==> src/design/cal_status_pkg.sv <==
// Shared constants for the calibration status register groups
package cal_status_pkg;

  // ********************************************
  // Register geometry
  // ********************************************
  localparam int REG_W = 16;
  localparam logic [15:0] FILTER_MASK        = 16'h7fff;
  localparam logic [15:0] PROGRESS_USED_MASK = 16'h0007;
  localparam logic [15:0] PROGRESS_LIVE_MASK = 16'h0007;
  localparam logic [15:0] FAULT_USED_MASK    = 16'h01ff;
  localparam logic [15:0] FAULT_LIVE_MASK    = 16'h000f;

  // ********************************************
  // Reset values
  // ********************************************
  localparam logic [15:0] RISE_RESET   = 16'hffff;
  localparam logic [15:0] FALL_RESET   = 16'h0000;
  localparam logic [15:0] ENABLE_RESET = 16'h0000;
  localparam logic [15:0] EVENT_RESET  = 16'h0000;

  // ********************************************
  // Bit positions
  // ********************************************
  localparam int PROG_ZEROING_BIT  = 0;
  localparam int PROG_CHPOWER_BIT  = 1;
  localparam int PROG_BASEBAND_BIT = 2;
  localparam int FAULT_SPECAN_BIT  = 0;
  localparam int FAULT_SAMPLER_BIT = 1;
  localparam int FAULT_COUNTER_BIT = 2;
  localparam int FAULT_VOLTMTR_BIT = 3;
  localparam int FAULT_TXZERO_BIT  = 4;
  localparam int FAULT_DIGZERO_BIT = 5;
  localparam int FAULT_CHCAL_BIT   = 6;
  localparam int FAULT_PORT_BIT    = 7;
  localparam int FAULT_PCB_BIT     = 8;
  localparam int STB_FAULT_BIT     = 3;
  localparam int STB_W             = 8;

  // ********************************************
  // Pin counts
  // ********************************************
  localparam int NUM_CAL_PINS      = 3;
  localparam int NUM_SELFCAL_PINS  = 4;
  localparam int NUM_FAULT_PULSES  = 5;
  localparam int NUM_SYNC          = NUM_CAL_PINS + NUM_SELFCAL_PINS;

  // ********************************************
  // Command encoding
  // ********************************************
  localparam logic [1:0] OP_READ  = 2'h0;
  localparam logic [1:0] OP_WRITE = 2'h1;
  localparam logic [1:0] OP_CLEAR = 2'h2;
  localparam logic [1:0] OP_RESET = 2'h3;
  localparam logic       GRP_PROGRESS = 1'b0;
  localparam logic       GRP_FAULT    = 1'b1;
  localparam logic [2:0] REG_COND   = 3'h0;
  localparam logic [2:0] REG_RISE   = 3'h1;
  localparam logic [2:0] REG_FALL   = 3'h2;
  localparam logic [2:0] REG_EVENT  = 3'h3;
  localparam logic [2:0] REG_ENABLE = 3'h4;

  typedef enum logic [0:0] {ST_IDLE, ST_HOLD} cmd_state_e;

endpackage

==> src/design/group_if.sv <==
// Connection between the command logic and one status register group
`timescale 1ns/100ps
interface group_if;
  import cal_status_pkg::*;
  logic [REG_W-1:0] cond;
  logic [REG_W-1:0] evPulse;
  logic [REG_W-1:0] wrData;
  logic             wrRise;
  logic             wrFall;
  logic             wrEnable;
  logic             evClear;
  logic             filterReset;
  logic [REG_W-1:0] condReg;
  logic [REG_W-1:0] riseReg;
  logic [REG_W-1:0] fallReg;
  logic [REG_W-1:0] eventReg;
  logic [REG_W-1:0] enableReg;
  logic             summary;

  modport grp (
    input  cond, evPulse, wrData, wrRise, wrFall, wrEnable, evClear,
           filterReset,
    output condReg, riseReg, fallReg, eventReg, enableReg, summary
  );
  modport ctl (
    output cond, evPulse, wrData, wrRise, wrFall, wrEnable, evClear,
           filterReset,
    input  condReg, riseReg, fallReg, eventReg, enableReg, summary
  );
endinterface

==> src/design/cal_status_top.sv <==
// Calibration progress and calibration fault status groups with command port
`timescale 1ns/100ps
module cal_status_top
  import cal_status_pkg::*;
(
  input  wire logic                        mclk,
  input  wire logic                        reset,
  input  wire logic [NUM_CAL_PINS-1:0]     calPins,
  input  wire logic [NUM_SELFCAL_PINS-1:0] selfCalPins,
  input  wire logic [NUM_FAULT_PULSES-1:0] faultEvents,
  input  wire logic                        cmdValid,
  input  wire logic [1:0]                  cmdOp,
  input  wire logic                        cmdGroup,
  input  wire logic [2:0]                  cmdReg,
  input  wire logic [REG_W-1:0]            cmdData,
  input  wire logic                        operEnableCal,
  input  wire logic                        questEnableCal,
  output logic                             cmdReady,
  output logic                             rspValid,
  output logic [REG_W-1:0]                 rspData,
  output logic                             rspError,
  output logic                             calBusy,
  output logic                             progressSummary,
  output logic                             faultSummary,
  output logic                             operCalReport,
  output logic [STB_W-1:0]                 statusByteBits
);

  // ********************************************
  // Pin synchronisers
  // ********************************************
  logic [NUM_SYNC-1:0] sync1_q;
  logic [NUM_SYNC-1:0] sync2_q;
  logic [NUM_SYNC-1:0] sync3_q;
  logic [NUM_SYNC-1:0] stable_q;
  logic [NUM_SYNC-1:0] stable_d;
  wire  [NUM_SYNC-1:0] differ;

  // Only stages two and three vote; stage one feeds stage two alone
  assign differ   = sync2_q ^ sync3_q;
  assign stable_d = (~differ & sync2_q) | (differ & stable_q);

  always_ff @(posedge mclk) begin
    if (reset) begin
      sync1_q  <= '0;
      sync2_q  <= '0;
      sync3_q  <= '0;
      stable_q <= '0;
    end else begin
      sync1_q  <= {selfCalPins, calPins};
      sync2_q  <= sync1_q;
      sync3_q  <= sync2_q;
      stable_q <= stable_d;
    end
  end

  // ********************************************
  // Group instances
  // ********************************************
  group_if progIf ();
  group_if faultIf ();

  wire [NUM_CAL_PINS-1:0]     progPins;
  wire [NUM_SELFCAL_PINS-1:0] selfPins;

  assign progPins = stable_q[NUM_CAL_PINS-1:0];
  assign selfPins = stable_q[NUM_SYNC-1:NUM_CAL_PINS];

  // Baseband, channel power and zeroing activity on bits 2..0
  assign progIf.cond    = REG_W'(progPins);
  assign progIf.evPulse = '0;
  // Self-calibration failures on live bits 3..0
  assign faultIf.cond   = REG_W'(selfPins);
  // Failure pulses without a condition land on bits 8..4
  assign faultIf.evPulse = REG_W'(faultEvents) << FAULT_TXZERO_BIT;

  status_group #(
    .USED_MASK (PROGRESS_USED_MASK),
    .LIVE_MASK (PROGRESS_LIVE_MASK)
  ) progGroup (
    .mclk  (mclk),
    .reset (reset),
    .bus   (progIf)
  );

  status_group #(
    .USED_MASK (FAULT_USED_MASK),
    .LIVE_MASK (FAULT_LIVE_MASK)
  ) faultGroup (
    .mclk  (mclk),
    .reset (reset),
    .bus   (faultIf)
  );

  // ********************************************
  // Command holding and deferral
  // ********************************************
  cmd_state_e       state_q;
  cmd_state_e       state_d;
  logic             ready_q;
  logic [1:0]       op_q;
  logic             grp_q;
  logic [2:0]       reg_q;
  logic [REG_W-1:0] data_q;
  wire              take;
  wire              calActive;
  wire              exec;

  // Either the synced pin or the sampled condition still shows activity
  assign calActive = (|progPins) | (|progIf.condReg);
  assign take      = cmdValid & ready_q;
  // Held command runs only once every calibration has ended
  assign exec      = (state_q == ST_HOLD) & ~calActive;

  always_comb begin
    state_d = state_q;
    case (state_q)
      ST_IDLE: begin
        if (take) begin
          state_d = ST_HOLD;
        end
      end
      ST_HOLD: begin
        if (exec) begin
          state_d = ST_IDLE;
        end
      end
      default: begin
        state_d = ST_IDLE;
      end
    endcase
  end

  always_ff @(posedge mclk) begin
    if (reset) begin
      state_q <= ST_IDLE;
      ready_q <= 1'b0;
      op_q    <= OP_READ;
      grp_q   <= GRP_PROGRESS;
      reg_q   <= REG_COND;
      data_q  <= '0;
    end else begin
      state_q <= state_d;
      ready_q <= (state_d == ST_IDLE);
      if (take) begin
        op_q   <= cmdOp;
        grp_q  <= cmdGroup;
        reg_q  <= cmdReg;
        data_q <= cmdData;
      end
    end
  end

  // ********************************************
  // Command decode
  // ********************************************
  wire isRead;
  wire isWrite;
  wire isClear;
  wire isReset;
  wire selProg;
  wire selFault;
  wire regKnown;
  wire regWritable;

  assign isRead      = exec & (op_q == OP_READ);
  assign isWrite     = exec & (op_q == OP_WRITE);
  assign isClear     = exec & (op_q == OP_CLEAR);
  assign isReset     = exec & (op_q == OP_RESET);
  assign selProg     = (grp_q == GRP_PROGRESS);
  assign selFault    = (grp_q == GRP_FAULT);
  assign regKnown    = (reg_q <= REG_ENABLE);
  assign regWritable = (reg_q == REG_RISE) | (reg_q == REG_FALL) |
                       (reg_q == REG_ENABLE);

  assign progIf.wrData  = data_q;
  assign faultIf.wrData = data_q;

  assign progIf.wrRise    = isWrite & selProg & (reg_q == REG_RISE);
  assign progIf.wrFall    = isWrite & selProg & (reg_q == REG_FALL);
  assign progIf.wrEnable  = isWrite & selProg & (reg_q == REG_ENABLE);
  assign faultIf.wrRise   = isWrite & selFault & (reg_q == REG_RISE);
  assign faultIf.wrFall   = isWrite & selFault & (reg_q == REG_FALL);
  assign faultIf.wrEnable = isWrite & selFault & (reg_q == REG_ENABLE);

  // Reading an event register empties it; clear-status empties both
  assign progIf.evClear  = (isRead & selProg & (reg_q == REG_EVENT)) |
                           isClear;
  assign faultIf.evClear = (isRead & selFault & (reg_q == REG_EVENT)) |
                           isClear;
  // Clear-status never touches the filters, only the reset command does
  assign progIf.filterReset  = isReset;
  assign faultIf.filterReset = isReset;

  // ********************************************
  // Read selection
  // ********************************************
  wire [REG_W-1:0] rdProg;
  wire [REG_W-1:0] rdFault;
  wire [REG_W-1:0] rdSel;
  wire             badCmd;

  assign rdProg  = (reg_q == REG_COND)   ? progIf.condReg   :
                   (reg_q == REG_RISE)   ? progIf.riseReg   :
                   (reg_q == REG_FALL)   ? progIf.fallReg   :
                   (reg_q == REG_EVENT)  ? progIf.eventReg  :
                   (reg_q == REG_ENABLE) ? progIf.enableReg : '0;
  assign rdFault = (reg_q == REG_COND)   ? faultIf.condReg   :
                   (reg_q == REG_RISE)   ? faultIf.riseReg   :
                   (reg_q == REG_FALL)   ? faultIf.fallReg   :
                   (reg_q == REG_EVENT)  ? faultIf.eventReg  :
                   (reg_q == REG_ENABLE) ? faultIf.enableReg : '0;
  // Masking again keeps bit 15 clear whatever the group holds
  assign rdSel   = (selProg ? rdProg : rdFault) & FILTER_MASK;
  // Writes to read-only or unknown registers are dropped and flagged
  assign badCmd  = (op_q == OP_READ & ~regKnown) |
                   (op_q == OP_WRITE & ~regWritable);

  // ********************************************
  // Answers and parent summaries
  // ********************************************
  always_ff @(posedge mclk) begin
    if (reset) begin
      rspValid        <= 1'b0;
      rspData         <= '0;
      rspError        <= 1'b0;
      calBusy         <= 1'b0;
      progressSummary <= 1'b0;
      faultSummary    <= 1'b0;
      operCalReport   <= 1'b0;
      statusByteBits  <= '0;
    end else begin
      rspValid        <= exec;
      rspData         <= isRead ? rdSel : '0;
      rspError        <= exec & badCmd;
      calBusy         <= calActive;
      progressSummary <= progIf.summary;
      faultSummary    <= faultIf.summary;
      operCalReport   <= progIf.summary & operEnableCal;
      statusByteBits  <= STB_W'(faultIf.summary & questEnableCal) <<
                         STB_FAULT_BIT;
    end
  end

  assign cmdReady = ready_q;

endmodule

==> src/design/status_group.sv <==
// One status register group: condition, filters, event, enable, summary
`timescale 1ns/100ps
module status_group
  import cal_status_pkg::*;
#(
  parameter logic [REG_W-1:0] USED_MASK = PROGRESS_USED_MASK,
  parameter logic [REG_W-1:0] LIVE_MASK = PROGRESS_LIVE_MASK
) (
  input wire logic mclk,
  input wire logic reset,
  group_if.grp     bus
);

  // ********************************************
  // Edge filtering
  // ********************************************
  logic [REG_W-1:0] cond_q;
  logic [REG_W-1:0] rise_q;
  logic [REG_W-1:0] fall_q;
  logic [REG_W-1:0] event_q;
  logic [REG_W-1:0] enable_q;
  logic [REG_W-1:0] cond_d;
  logic [REG_W-1:0] rise_d;
  logic [REG_W-1:0] fall_d;
  logic [REG_W-1:0] event_d;
  logic [REG_W-1:0] enable_d;
  wire  [REG_W-1:0] rising;
  wire  [REG_W-1:0] falling;
  wire  [REG_W-1:0] direct;
  wire  [REG_W-1:0] setBits;

  // Bits without a live condition stay zero here
  assign cond_d  = bus.cond & LIVE_MASK & USED_MASK & FILTER_MASK;
  assign rising  = cond_d & ~cond_q & rise_q;
  assign falling = ~cond_d & cond_q & fall_q;
  // Non-live bits are raised straight from their event pulse
  assign direct  = bus.evPulse & ~LIVE_MASK;
  assign setBits = (rising | falling | direct) & USED_MASK & FILTER_MASK;
  // Set beats clear so an event in the read cycle survives
  assign event_d = (bus.evClear ? EVENT_RESET : event_q) | setBits;

  assign rise_d = bus.filterReset ? (RISE_RESET & FILTER_MASK) :
                  bus.wrRise ? (bus.wrData & FILTER_MASK) : rise_q;
  assign fall_d = bus.filterReset ? FALL_RESET :
                  bus.wrFall ? (bus.wrData & FILTER_MASK) : fall_q;
  // Unused enable bits are dropped on write
  assign enable_d = bus.wrEnable ? (bus.wrData & USED_MASK & FILTER_MASK) :
                    enable_q;

  always_ff @(posedge mclk) begin
    if (reset) begin
      cond_q   <= '0;
      rise_q   <= RISE_RESET & FILTER_MASK;
      fall_q   <= FALL_RESET;
      event_q  <= EVENT_RESET;
      enable_q <= ENABLE_RESET;
    end else begin
      cond_q   <= cond_d;
      rise_q   <= rise_d;
      fall_q   <= fall_d;
      event_q  <= event_d;
      enable_q <= enable_d;
    end
  end

  // ********************************************
  // Read back and summary
  // ********************************************
  assign bus.condReg   = cond_q;
  assign bus.riseReg   = rise_q;
  assign bus.fallReg   = fall_q;
  assign bus.eventReg  = event_q;
  assign bus.enableReg = enable_q;
  assign bus.summary   = |(event_q & enable_q);

endmodule

==> config.mk <==
export PLATFORM = sky130hd
export DESIGN_NAME = cal_status_top
export DESIGN_NICKNAME = d
export VERILOG_FILES = /design/src/design/cal_status_pkg.sv /design/src/design/group_if.sv /design/src/design/cal_status_top.sv /design/src/design/status_group.sv
export SDC_FILE = /design/constraint.sdc
export NUM_CORES = 1
export LEC_CHECK = 0
export BUFFER_PORTS_ARGS = -buffer_cell sky130_fd_sc_hd__buf_2
export CAP_MARGIN = 20
export CORE_ASPECT_RATIO = 1.5
export CORE_MARGIN = 8
export CORE_UTILIZATION = 50
export CTS_BUF_LIST = sky130_fd_sc_hd__clkbuf_4
export CTS_CLUSTER_SIZE = 16
export DETAILED_ROUTE_END_ITERATION = 6
export PLACE_DENSITY = 0.79
export SLEW_MARGIN = 20
export SYNTH_ARGS = -nofsm -noshare
export SYNTH_HDL_FRONTEND = slang
export SYNTH_SLANG_ARGS = --single-unit
==> constraint.sdc <==
create_clock -name mclk -period 1.55 [get_ports mclk]
set_input_delay 0.155 -clock mclk [delete_from_list [all_inputs] [get_ports mclk]]
set_output_delay 0.155 -clock mclk [all_outputs]
set_load 0.01 [all_outputs]
======== After elaboration in Yosys (flattened, before gate mapping) ========
Cells that the tools add are included.
word-level totals
  register bits after elaboration ......... 192
  input port bits ......................... 39
  output and inout port bits .............. 31
  logic and storage cells ................. 122
operators by class
  order comparisons ....................... 1
  equal/unequal tests ..................... 7
  mux-type cells .......................... 16
  bitwise operators ....................... 60
  reductions and logical operators ........ 8
operators with widths
  operator                                                               number
  15-bit two-way mux                                                     9
  16-bit OR reduction                                                    3
  16-bit two-way mux                                                     2
  9-bit AND                                                              3
  1-bit AND                                                              23
  9-bit OR                                                               2
  16-bit by 3-bit AND with 16-bit output                                 1
  16-bit by 9-bit AND with 16-bit output                                 1
  16-bit by 3-bit OR with 16-bit output                                  1
  16-bit by 9-bit OR with 16-bit output                                  1
  7-bit AND                                                              2
  3-bit AND                                                              4
  4-bit by 9-bit AND with 9-bit output                                   1
  9-bit two-way mux                                                      1
  4-bit inverter with 9-bit output                                       1
  9-bit inverter                                                         1
  1-bit inverter                                                         7
  7-bit inverter                                                         1
  7-bit OR                                                               1
  7-bit bitwise XOR                                                      1
  3-bit by 2-bit equality test with 1-bit output, second input constant  2
  3-bit inverter                                                         2
  1-bit OR                                                               6
  2-bit equality test, second input constant                             2
  other kinds (12)                                                       14

======== Longest topological paths before layout ========
Gate-level depths: netlist of run 1.
  depth in word-level cells ............... 10
  gate-level depth with buffers ........... 7
  gate-level depth less buffers ........... 4

======== Cells and area by module ========
From an unflattened synthesis of run 1, not the netlist that was laid out.
second synthesis, totals
  cells, all modules ...................... 887
  area total of the unflattened synthesis .. 7758.7 sq um
by module, submodules not included
  module                     times used  cells each  area each (sq um)  seq. area each (sq um)
  cal_status_top             1           506         3936.3             1481.4
  status_group (faultGroup)  1           207         2087.0             1041.0
  status_group (progGroup)   1           174         1735.4             780.7

======== Least setup slack after synthesis of run 1 ========
Ideal clock, no wire load.
  path type ............................... register to register
  from .................................... register reg_q[1]
  to ...................................... register faultGroup.fall_q[10] (netlist: faultGroup.bus.fallReg[10])
  library setup time ...................... 120 ps
  arrival time ............................ 1415 ps
  required time ........................... 1430 ps
  path slack .............................. 15 ps
  stages on the path, launching flop included .. 8
  path buffers ............................ 3
  clock period less this slack ............ 1535 ps
  cell sequence ........................... dfxtp_1 > buf_2 > nor3b_1 > buf_2 > nand4_1 > buf_2 > nand2_1 > a21oi_1
on the way
  word-level cells in the longest chain between the ends .. 2
RTL lines
  what                                            RTL line               text
  start, declared                                 cal_status_top.sv:103  logic [2:0] reg_q;
  start signal, assigned                          cal_status_top.sv:148  reg_q <= cmdReg;
  3-bit by 2-bit equality test with 1-bit output  cal_status_top.sv:183  assign faultIf.wrFall = isWrite & selFault & (reg_q == REG_FALL);
  1-bit AND                                       cal_status_top.sv:183
  end signal, assigned                            status_group.sv:60     fall_q <= fall_d;
  end, declared                                   status_group.sv:19     logic [REG_W-1:0] fall_q;
No other way between the ends.
A chain may end at the register's enable or synchronous reset.

======== Final worst setup path of run 1 ========
  from .................................... register progGroup.cond_q[0] (netlist: progGroup.bus.condReg[0])
  to ...................................... register progGroup.fall_q[2] (netlist: progGroup.bus.fallReg[2])
on the way
  word-level cells in the longest chain between the ends .. 7
  elaborated cells on any way between the ends .. 9
  those cells by class .................... bitwise: 7; reduce/logical: 2
RTL lines
  what                    RTL line               text
  start, declared         status_group.sv:17     logic [REG_W-1:0] cond_q;
  start signal, assigned  status_group.sv:58     cond_q <= cond_d;
  16-bit OR reduction *   cal_status_top.sv:110  assign calActive = (|progPins) | (|progIf.condReg);
  1-bit OR *              cal_status_top.sv:110
  1-bit inverter *        cal_status_top.sv:113  assign exec = (state_q == ST_HOLD) & ~calActive;
  1-bit AND *             cal_status_top.sv:113
  1-bit AND               cal_status_top.sv:167  assign isWrite = exec & (op_q == OP_WRITE);
  1-bit AND (2 in a row)  cal_status_top.sv:180  assign progIf.wrFall = isWrite & selProg & (reg_q == REG_FALL);
  end signal, assigned    status_group.sv:60
  end, declared           status_group.sv:19
Every way passes the cells marked *; elsewhere a longest branch is shown, timed or not.

==> reports/qor.txt, run 1 <==
drt via density -> 5.85
CP top delay family -> simple AND/OR/NAND/NOR gates
Static Leak -> 3.32 nW
routability cong. -> 0.939
power density cells -> 942 mW/mm^2
Iteration-0 DRC Markers -> 484
PortBufs -> 60
most frequent cells after synthesis -> 188 x nand2_1, 164 x dfxtp_1, 72 x a21oi_1, 34 x nor2_1, 30 x nand3_1
Hold WC Path Type -> in -> reg
Synth Warn # -> 0
pre-CTS WS -> -0.100 ns
clk root buf -> clkbuf_4
fin util -> 66.6%
Critical Path RT -> 2.04 ns
synthesized area per cell -> 8.78 um^2
WL final -> 19.8 mm
wire length per cell -> 19.2 um
final setup fails -> 77
Final Critical Period -> 1.66 ns
most used cell, CP -> buf_6
clock slew at reported path FFs -> 0.14 ns
Vias -> 6035
area post-placement -> 0.00713 mm^2
Die W -> 108 um
die area -> 0.0168 mm^2
critical path type -> reg -> reg
Area contributors post-synth -> dfxtp_1 51%, nand2_1 11%, a21oi_1 5.6%, nor2b_1 2.6%, a221oi_1 2.5%
Clock Skew -> 0.0200 ns
Max-cap violations -> 0
Async SR Flop Fraction -> 0%
Global Route Usage Sum -> 21.6%
Fin Hold WS -> 0.0677 ns
layout cell share with drive strength beyond 1 -> 27.7%
clk sinks -> 164
most area-hungry cell type in the Yosys netlist -> dfxtp_1
Rows -> 50
Post-Syn Area -> 0.00641 mm^2
Worst Path Arrival -> 2.15 ns
Syn-to-layout area delta -> 29.9%
#FFs+latches synth -> 164
Inst Count DP -> 950
setup TNS -> -3.55 ns
RSZ-0062 raised after global routing -> true
CP bufs+invs -> 3
slowest stage delay, CP -> 0.38 ns
critical path capture point type -> flop
Synth Instances -> 731
worst-path maximum fanout -> 6
status -> finished, violations left
post-route ant nets -> 0
most common cell in the netlist -> nand2_1
Max H-tree Level -> 4
critical path's slowest cell -> dfxtp_4
VDD IR max -> 0.000537 V
startpoint types -> flop
Hold Fails Final Rpt -> 0
Netlist cell types -> 50
f_max -> 0.602 GHz
global-route wire length before repair -> 28.6 mm
# nets final -> 900
die height -> 155 um
final worst slack -> -0.110 ns
Pre-Repair DR Iteration Count -> 6
Yosys top cell area share -> 51.2%
crit-path cells -> nor4_4 -> buf_12 -> buf_6 -> and4_4 -> buf_6 -> nand2_1 -> a21oi_2
initial antenna violation count -> 1
crit share post-route -> 107%
CTS tree -> yes
prevailing post-synth register cell -> dfxtp_1
Seq/Total Area, Yosys -> 51.2%
CTS Buffer Depth -> 2
violated checks -> negative setup slack
I/O pin total -> 70
vias in the first global route -> 5753
final slew viol count -> 0
total congestion overflow -> 0
core area -> 0.0125 mm^2
Tot Pwr -> 7.85 mW
Final Cell Area -> 0.00833 mm^2
HPWL after DPL -> 11.5 mm
CTS Buf Count -> 17
fin cells -> 1031
Post-synth EDFFs -> 0
clock latency at the later pin of the worst-skew pair -> 0.56 ns
Remaining DRCs -> 0
Starting Density -> 51.3%
largest net degree at the start of global routing -> 87
## flip-flops by register name (all words and copies together), names as in the netlist, 2 cells and up, named ones only
register / count
data_q: 15
reg_q: 3
sync1_q: 7
progGroup.bus.fallReg: 15
rspData: 15
faultGroup.bus.riseReg: 15
sync2_q: 7
faultGroup.bus.fallReg: 15
faultGroup.bus.eventReg: 9
progGroup.bus.riseReg: 15
progGroup.bus.eventReg: 3
op_q: 2
faultGroup.bus.condReg: 4
progGroup.bus.enableReg: 3
faultGroup.bus.enableReg: 9
progGroup.bus.condReg: 3
sync3_q: 7
## cells in the final DEF (no fill, tap or decap), drive strengths merged, types with 7 or more instances in the layout
cell type	instances
nor2	34
dlygate4sd3	35
buf	127
mux2	7
nor2b	27
a22oi	13
o21ai	19
conb	8
dfxtp	164
clkbuf	20
clkinv	7
a21oi	72
nand3	32
a221oi	18
mux2i	14
nand2	188
nand4	7
## cells by family after synthesis
group	Yosys count	synth area share, %
AND/OR/NAND/NOR	323	23.4
flip-flops	164	51.2
AO/OA/AOI/OAI	152	15.6
buffers and inverters	67	5.31
multiplexers	24	4.47
other	1	0.0585
## final timing paths
path | startpoint | to | slack (ns) | depth (start not counted)
max | progGroup.bus.condReg[0] | progGroup.bus.fallReg[2] | -0.11 | 7
max reg2reg | progGroup.bus.condReg[0] | progGroup.bus.fallReg[2] | -0.11 | 7
min | cmdValid | op_q[0] | 0.07 | 4
min reg2reg | sync1_q[5] | sync2_q[5] | 0.45 | 1
## routing by layer
| metal | global-route usage [%] | wire length, um |
|---|---|---|
| met2 | 36.7 | 9860 |
| met3 | 5.49 | 1570 |
| met1 | 23.0 | 7060 |
| met4 | 14.2 | 1310 |
| met5 | 0 | 0 |
## where the power goes
group / internal (mW) / switching, mW / total [mW] / leakage [nW]
registers: 4.28 / 0.0945 / 4.38 / 1.33
clock network: 1.29 / 1.48 / 2.77 / 0.163
logic: 0.337 / 0.368 / 0.705 / 1.83
## timing repair
| action | in CTS | in global routing |
|---|---|---|
| endpoints found under the setup margin | 50 | 99 |
| cloned | 2 | 6 |
| hold buffers | 35 | 0 |
| buffers inserted | 5 | 0 |
| pin swaps | 9 | 17 |
| endpoints found under the hold margin | 35 | 0 |
| resized for setup | 42 | 56 |
## final cells by class
class                           instances  area, um^2
Antenna cell                            1        2.50
Clock buffer                           18         135
Clock inverter                         14         185
Fill cell                             928        4180
Inverter                                5        18.8
Multi-Input combinational cell        508        3110
Sequential cell                       164        3300
Tap cell                              156         195
Timing Repair Buffer                  165        1390
## worst register-to-register path: stages (launching register included)
cell and delay, ns:
dfxtp_4 0.38, nor4_4 0.32, buf_12 0.17, buf_6 0.12
and4_4 0.26, buf_6 0.14, nand2_1 0.08, a21oi_2 0.14
Note: power is estimated with default switching activity, not from simulation.
==> inputs of run 2 (changes only) <==
ABC_AREA = 1   (was not set)
==> run 2 against run 1 <==
The run now ends clean. Cell area increased by 2.3%. Largest power group unchanged. Final cell count rose by 21%. Largest cell class unchanged. Die area grew 7.3%.
==> reports/qor.txt, run 2 <==
commonest non-fill, non-tap cell in the layout -> nand2_1
f_max -> 0.674 GHz (+12%)
# nets final -> 1110 (+23%)
CTS tree -> yes
RSZ-0062 raised after global routing -> true
uppermost routed layer -> met4
switching share of power -> 28.5% (+3.8 points)
Fin Hold WS -> 0.0967 ns (+0.0289 ns)
drt via density -> 5.27 (-9.9%)
Net Sw Power -> 2.28 mW (+17%)
routability cong. -> 0.954 (+1.6%)
RR Endpoint -> rspData[8]
crit share post-route -> 95.7% (-11 points)
clk sinks -> 164 (unchanged)
Pre-Repair DR Iteration Count -> 7 (+1)
Routed met2 length -> 9.50 mm (-3.7%)
Synth Instances -> 956 (+31%)
largest net degree at the start of global routing -> 61 (-30%)
clk root buf -> clkbuf_4
critical path capture point type -> flop
Worst Setup SP -> reg_q[0]
worst-path maximum fanout -> 9 (+3)
most frequent cells in the layout -> 175 x nand2_1, 161 x dfxtp_1, 133 x nor2_1
prevailing post-synth register cell -> dfxtp_1
wire length per cell -> 14.9 um (-22%)
Syn-to-layout area delta -> 22.7%
power density cells -> 936 mW/mm^2 (-0.63%)
Clock power frac -> 33.3% (-1.9 points)
die area -> 0.0180 mm^2 (+7.3%)
r2r setup slk -> 0.07 ns (+0.18 ns)
CTS Buffer Depth -> 2 (unchanged)
Combinational Power Share -> 11.5% (+2.5 points)
Worst Path Arrival -> 2.00 ns (-0.15 ns)
Max H-tree Level -> 4 (unchanged)
most area-hungry cell type in the Yosys netlist -> dfxtp_1
Yosys top cell area share -> 47.2% (-4.0 points)
final setup fails -> 0 (-100%)
Rows -> 53 (+6.0%)
worst r2r src -> reg_q[0]
Seq/Total Area, Yosys -> 47.2% (-4.0 points)
VDD IR max -> 0.000655 V (+22%)
layout cell share with drive strength beyond 1 -> 17.3% (-10 points)
Max-cap violations -> 0 (unchanged)
Post-Syn Area -> 0.00695 mm^2 (+8.4%)
Critical Path End -> rspData[8]
WL final -> 18.7 mm (-5.7%)
internal power -> 5.70 mW (-3.4%)
Vias -> 6589 (+9.2%)
HPWL after DPL -> 12.4 mm (+8.2%)
Async SR Flop Fraction -> 0% (unchanged)
Starting Density -> 50.4% (-0.87 points)
most common cell in the netlist -> nand2_1
Die W -> 112 um (+3.5%)
Clock Skew -> 0.0229 ns (+0.00290 ns)
fin util -> 61.8% (-4.8 points)
Hold WC Path Type -> in -> reg
Netlist cell types -> 33 (-34%)
startpoint types -> flop
most frequent cells after synthesis -> 179 x nand2_1, 164 x dfxtp_1, 137 x nor2_1, 127 x inv_1, 64 x nand3_1
initial antenna violation count -> 1 (unchanged)
die height -> 160 um (+3.7%)
clock slew at reported path FFs -> 0.16 ns (+0.02 ns)
Static Leak -> 4.00 nW (+20%)
Iteration-0 DRC Markers -> 394 (-19%)
Synth Warn # -> 0 (unchanged)
Routed met3 length -> 966 um (-39%)
critical path type -> reg -> reg
PortBufs -> 60 (unchanged)
Final Critical Period -> 1.48 ns (-0.177 ns)
synthesized area per cell -> 7.27 um^2 (-17%)
Hold Fails Final Rpt -> 0 (unchanged)
total congestion overflow -> 0 (unchanged)
Tot Pwr -> 7.98 mW (+1.7%)
final slew viol count -> 0 (unchanged)
CTS Buf Count -> 17 (unchanged)
Critical Path RT -> 2.06 ns (+0.02 ns)
clock latency at the later pin of the worst-skew pair -> 0.57 ns (about the same)
Reg2Reg Depth -> 7 (unchanged)
Post-synth EDFFs -> 0 (unchanged)
Remaining DRCs -> 0 (unchanged)
sequential fraction of design power -> 55.1% (-0.7 points)
Area contributors post-synth -> dfxtp_1 47%, nand2_1 9.7%, nor2_1 7.4%, inv_1 6.9%, nand4_1 4.8%
Global Route Usage Sum -> 20.9% (-0.72 points)
Met1 Wirelength -> 7.35 mm (+4.1%)
I/O pin total -> 70 (unchanged)
FILL cells -> 1183 (+27%)
post-route ant nets -> 0 (unchanged)
#FFs+latches synth -> 164 (unchanged)
global-route wire length before repair -> 30.3 mm (+6.1%)
vias in the first global route -> 6326 (+10%)
core area -> 0.0138 mm^2 (+10%)
status -> completed
==> run 2: cell count changes in the layout (fill, tap and decap cells not counted), moves of 8 or more <==
cell | before | now
nand4_1 | 7 | 53
a22oi_1 | 13 | 0
inv_1 | 5 | 126
a21oi_2 | 17 | 0
o21ai_1 | 1 | 9
nor2b_1 | 27 | 0
nand3_1 | 27 | 64
o21ai_0 | 16 | 42
buf_6 | 16 | 3
nor3_1 | 0 | 13
nor2_1 | 34 | 133
a221oi_1 | 14 | 0
mux2i_1 | 14 | 0
==> run 2: power groups by stage <==
stage / combinational [mW] / sequential, mW / clock, mW
after floorplan: 0.522 / 4.46 / 0
after global placement: 0.784 / 4.49 / 0
after detailed placement: 0.790 / 4.49 / 0
after CTS: 0.880 / 4.40 / 2.71
after global routing: 0.995 / 4.41 / 2.90
final: 0.919 / 4.40 / 2.66
==> run 2: what timing repair did <==
| action | CTS | global route |
|---|---|---|
| hold endpoints to repair | 35 | 0 |
| hold buffers | 36 | 0 |
| setup endpoints to repair | 46 | 96 |
| buffers inserted | 3 | 4 |
| gates cloned | 1 | 1 |
| pin swaps | 3 | 9 |
| resized for setup | 8 | 21 |
==> run 2: worst min-delay path by stage <==
stage	startpoint	to	slack (ns)	depth (start not counted)
6_report	cmdValid	data_q[5]	0.1	4
3_3_place_gp	selfCalPins[0]	sync1_q[3]	0.35	3
4_1_cts	cmdValid	data_q[5]	0.06	4
2_1_floorplan	calPins[0]	sync1_q[0]	0.26	2
5_1_grt	cmdValid	data_q[5]	0.06	4
3_5_place_dp	selfCalPins[3]	sync1_q[6]	0.36	3
==> run 2: stage by stage <==
| stage | instances | TNS, ns | worst slack [ns] | instance area [um^2] |
|---|---|---|---|---|
| after floorplan | 963 | 0 | 0.127 | 6980 |
| after global placement | 1172 | -0.195 | -0.0249 | 7660 |
| after detailed placement | 1172 | -0.618 | -0.0728 | 7660 |
| after CTS | 1244 | 0 | 0.00993 | 8380 |
| after global routing | 1250 | -0.0436 | -0.0201 | 8530 |
| final | 1250 | 0 | 0.0671 | 8530 |
==> run 2: critical path, stage by stage, from the launching register on <==
cell and delay, ns:
dfxtp_4 0.39, buf_4 0.19, nor2_4 0.14, nand2_2 0.10, buf_4 0.17, o22ai_1 0.25, nor3_1 0.10, nor2_1 0.10
==> run 2: cell families (layout without fill, tap and decap cells) <==
group	after synthesis	count (layout)	share of synthesized area, %
AO/OA/AOI/OAI	130	130	10.3
buffers and inverters	194	314	11.9
flip-flops	164	164	47.2
other	1	9	0.0539
AND/OR/NAND/NOR	467	468	30.6
==> run 2: cell type report <==
type	instances	area [um^2]	share of cell area, %
multi-input cells	606	2960	34.7
clock buffers	18	135	1.58
flip-flops and latches	164	3290	38.6
diodes	1	2.50	0.0293
inverters	132	505	5.93
repair buffers	150	1260	14.8
clock inverters	14	168	1.97
well taps	165	206	2.42
==> run 2: routing by layer <==
layer,track usage (%),vias up
met5,0,-
met4,12.2,0
met3,4.13,60
met2,36.9,218
met1,22.7,3036
li1,-,3275
==> inputs of run 3 (changes only) <==
BUFFER_PORTS_ARGS = -buffer_cell sky130_fd_sc_hd__buf_4   (was -buffer_cell sky130_fd_sc_hd__buf_2)
==> run 3 against run 2 <==
The run now ends with negative setup slack left. Combinational power increased by 9.9%. Critical path type unchanged. First-iteration DRC count increased by 62%. Largest cell class unchanged. Hold slack improved by 0.13 ns. Core utilization increased by 3.7 points. Clock skew increased by 0.0051 ns. Critical endpoint is now faultGroup.bus.fallReg[4]. Routed wire length increased by 13%. Fmax decreased by 4.5%. Largest power group unchanged. Critical path depth increased by 2.
==> reports/qor.txt, run 3 (same netlist as run 2, synthesis figures left out) <==
status -> finished, violations left
violated checks -> negative setup slack
most frequent cells in the layout -> 161 x dfxtp_1, 156 x nand2_1, 131 x nor2_1
Worst Path Arrival -> 2.05 ns (+0.05 ns)
CP top delay family -> simple AND/OR/NAND/NOR gates
core area -> 0.0138 mm^2 (unchanged)
Global Route Usage Sum -> 21.7% (+0.81 points)
Critical Path RT -> 2.05 ns (about the same)
VDD IR max -> 0.000852 V (+30%)
f_max -> 0.644 GHz (-4.5%)
commonest non-fill, non-tap cell in the layout -> dfxtp_1
Final Cell Area -> 0.00904 mm^2 (+6.1%)
final worst slack -> -0.00304 ns (-0.0702 ns)
post-route ant nets -> 0 (unchanged)
startpoint types -> flop
vias in the first global route -> 6491 (+2.6%)
Syn-to-layout area delta -> 30.1%
total congestion overflow -> 0 (unchanged)
CTS Buf Count -> 17 (unchanged)
Static Leak -> 4.16 nW (+4.0%)
routability cong. -> 0.944 (-1.0%)
slowest stage delay, CP -> 0.36 ns (-0.03 ns)
global-route wire length before repair -> 31.6 mm (+4.2%)
largest net degree at the start of global routing -> 61 (unchanged)
PortBufs -> 60 (unchanged)
worst-path maximum fanout -> 6 (-3)
die height -> 160 um (unchanged)
Max-cap violations -> 0 (unchanged)
Tot Pwr -> 7.90 mW (-1.0%)
clk root buf -> clkbuf_4
drt via density -> 5.47 (+3.8%)
final setup fails -> 1 (+1)
final slew viol count -> 0 (unchanged)
Clock Skew -> 0.0280 ns (+0.00509 ns)
layout cell share with drive strength beyond 1 -> 21.8% (+4.5 points)
Hold WC Path Type -> in -> reg
die area -> 0.0180 mm^2 (unchanged)
CP bufs+invs -> 3 (+1)
crit-path cells -> nor2_4 -> nand3_4 -> nor2_8 -> nand4_1 -> buf_4 -> buf_12 -> nand2_1 -> inv_1 -> nor2_2
area post-placement -> 0.00783 mm^2 (+2.2%)
Rows -> 53 (unchanged)
CTS tree -> yes
Max H-tree Level -> 4 (unchanged)
Pre-Repair DR Iteration Count -> 6 (-1)
# nets final -> 1131 (+1.9%)
I/O pin total -> 70 (unchanged)
power density cells -> 873 mW/mm^2 (-6.7%)
RSZ-0062 raised after global routing -> true
Hold Fails Final Rpt -> 0 (unchanged)
crit share post-route -> 100% (+4.5 points)
wire length per cell -> 16.5 um (+11%)
WL final -> 21.0 mm (+13%)
clock slew at reported path FFs -> 0.14 ns (-0.02 ns)
critical path type -> reg -> reg
Remaining DRCs -> 0 (unchanged)
Die W -> 112 um (unchanged)
Fin Hold WS -> 0.227 ns (+0.131 ns)
Iteration-0 DRC Markers -> 637 (+62%)
Starting Density -> 50.4% (unchanged)
HPWL after DPL -> 12.7 mm (+2.4%)
clk sinks -> 164 (unchanged)
initial antenna violation count -> 1 (unchanged)
Vias -> 6953 (+5.5%)
CTS Buffer Depth -> 2 (unchanged)
critical path capture point type -> flop
Final Critical Period -> 1.55 ns (+0.0702 ns)
clock latency at the later pin of the worst-skew pair -> 0.56 ns (about the same)
critical path's slowest cell -> dfxtp_1
## run 3: through the flow
step                util (%)  cells  setup slack, ns   TNS, ns
floorplan                  -    963            0.127         0
global placement        56.7   1176           0.0249         0
detailed placement      56.7   1176          -0.0320    -0.166
CTS                     62.1   1250          -0.0111   -0.0494
global route            65.6   1271           -0.112     -1.60
finish                  65.6   1271         -0.00304  -0.00304
## run 3: final cells by class
type	instances	area, um^2
Antenna cell	1	2.50
Clock inverter	15	144
Timing Repair Buffer	169	1640
Multi-Input combinational cell	608	3120
Inverter	132	512
Tap cell	165	206
Sequential cell	164	3290
Clock buffer	17	128
Fill cell	1098	4750
## run 3: timing repair
action                                  CTS  global route
resized for setup                         7            62
pin swaps                                 5             7
setup buffers                             4            12
gates cloned                              2             8
endpoints found under the setup margin   41            95
hold buffers                             36             0
hold endpoints to repair                 44             0
## run 3: path summary, 6_finish.rpt
kind                    from                        end  slack (ns)  cells after the start
setup / recovery        flop  faultGroup.bus.fallReg[4]      -0.003                      9
hold / removal      cmdValid                   reg_q[0]        0.23                      3
setup reg to reg        flop  faultGroup.bus.fallReg[4]      -0.003                      9
hold reg to reg   sync1_q[0]                 sync2_q[0]        0.42                      2
## run 3: tightest hold or removal path, cell delays in order
cell and delay (ns):
buf_4 0.11, nand2_1 0.37, a21oi_1 0.12
## run 3: routing by layer
metal  vias to the layer above  global-route usage [%]  share of wire, %
li1                       3329                       -                 -
met1                      3196                    23.0                37
met2                       322                    39.6                52
met3                       106                    4.21               5.6
met4                         0                    11.5               5.9
met5                         -                       0                 0
## run 3: report_power, final
group	total, mW	internal (mW)	leakage (nW)	switching (mW)
Clock	2.48	0.839	0.144	1.64
Combinational	1.01	0.422	2.69	0.592
Sequential	4.41	4.31	1.33	0.101
Total	7.90	5.57	4.16	2.33
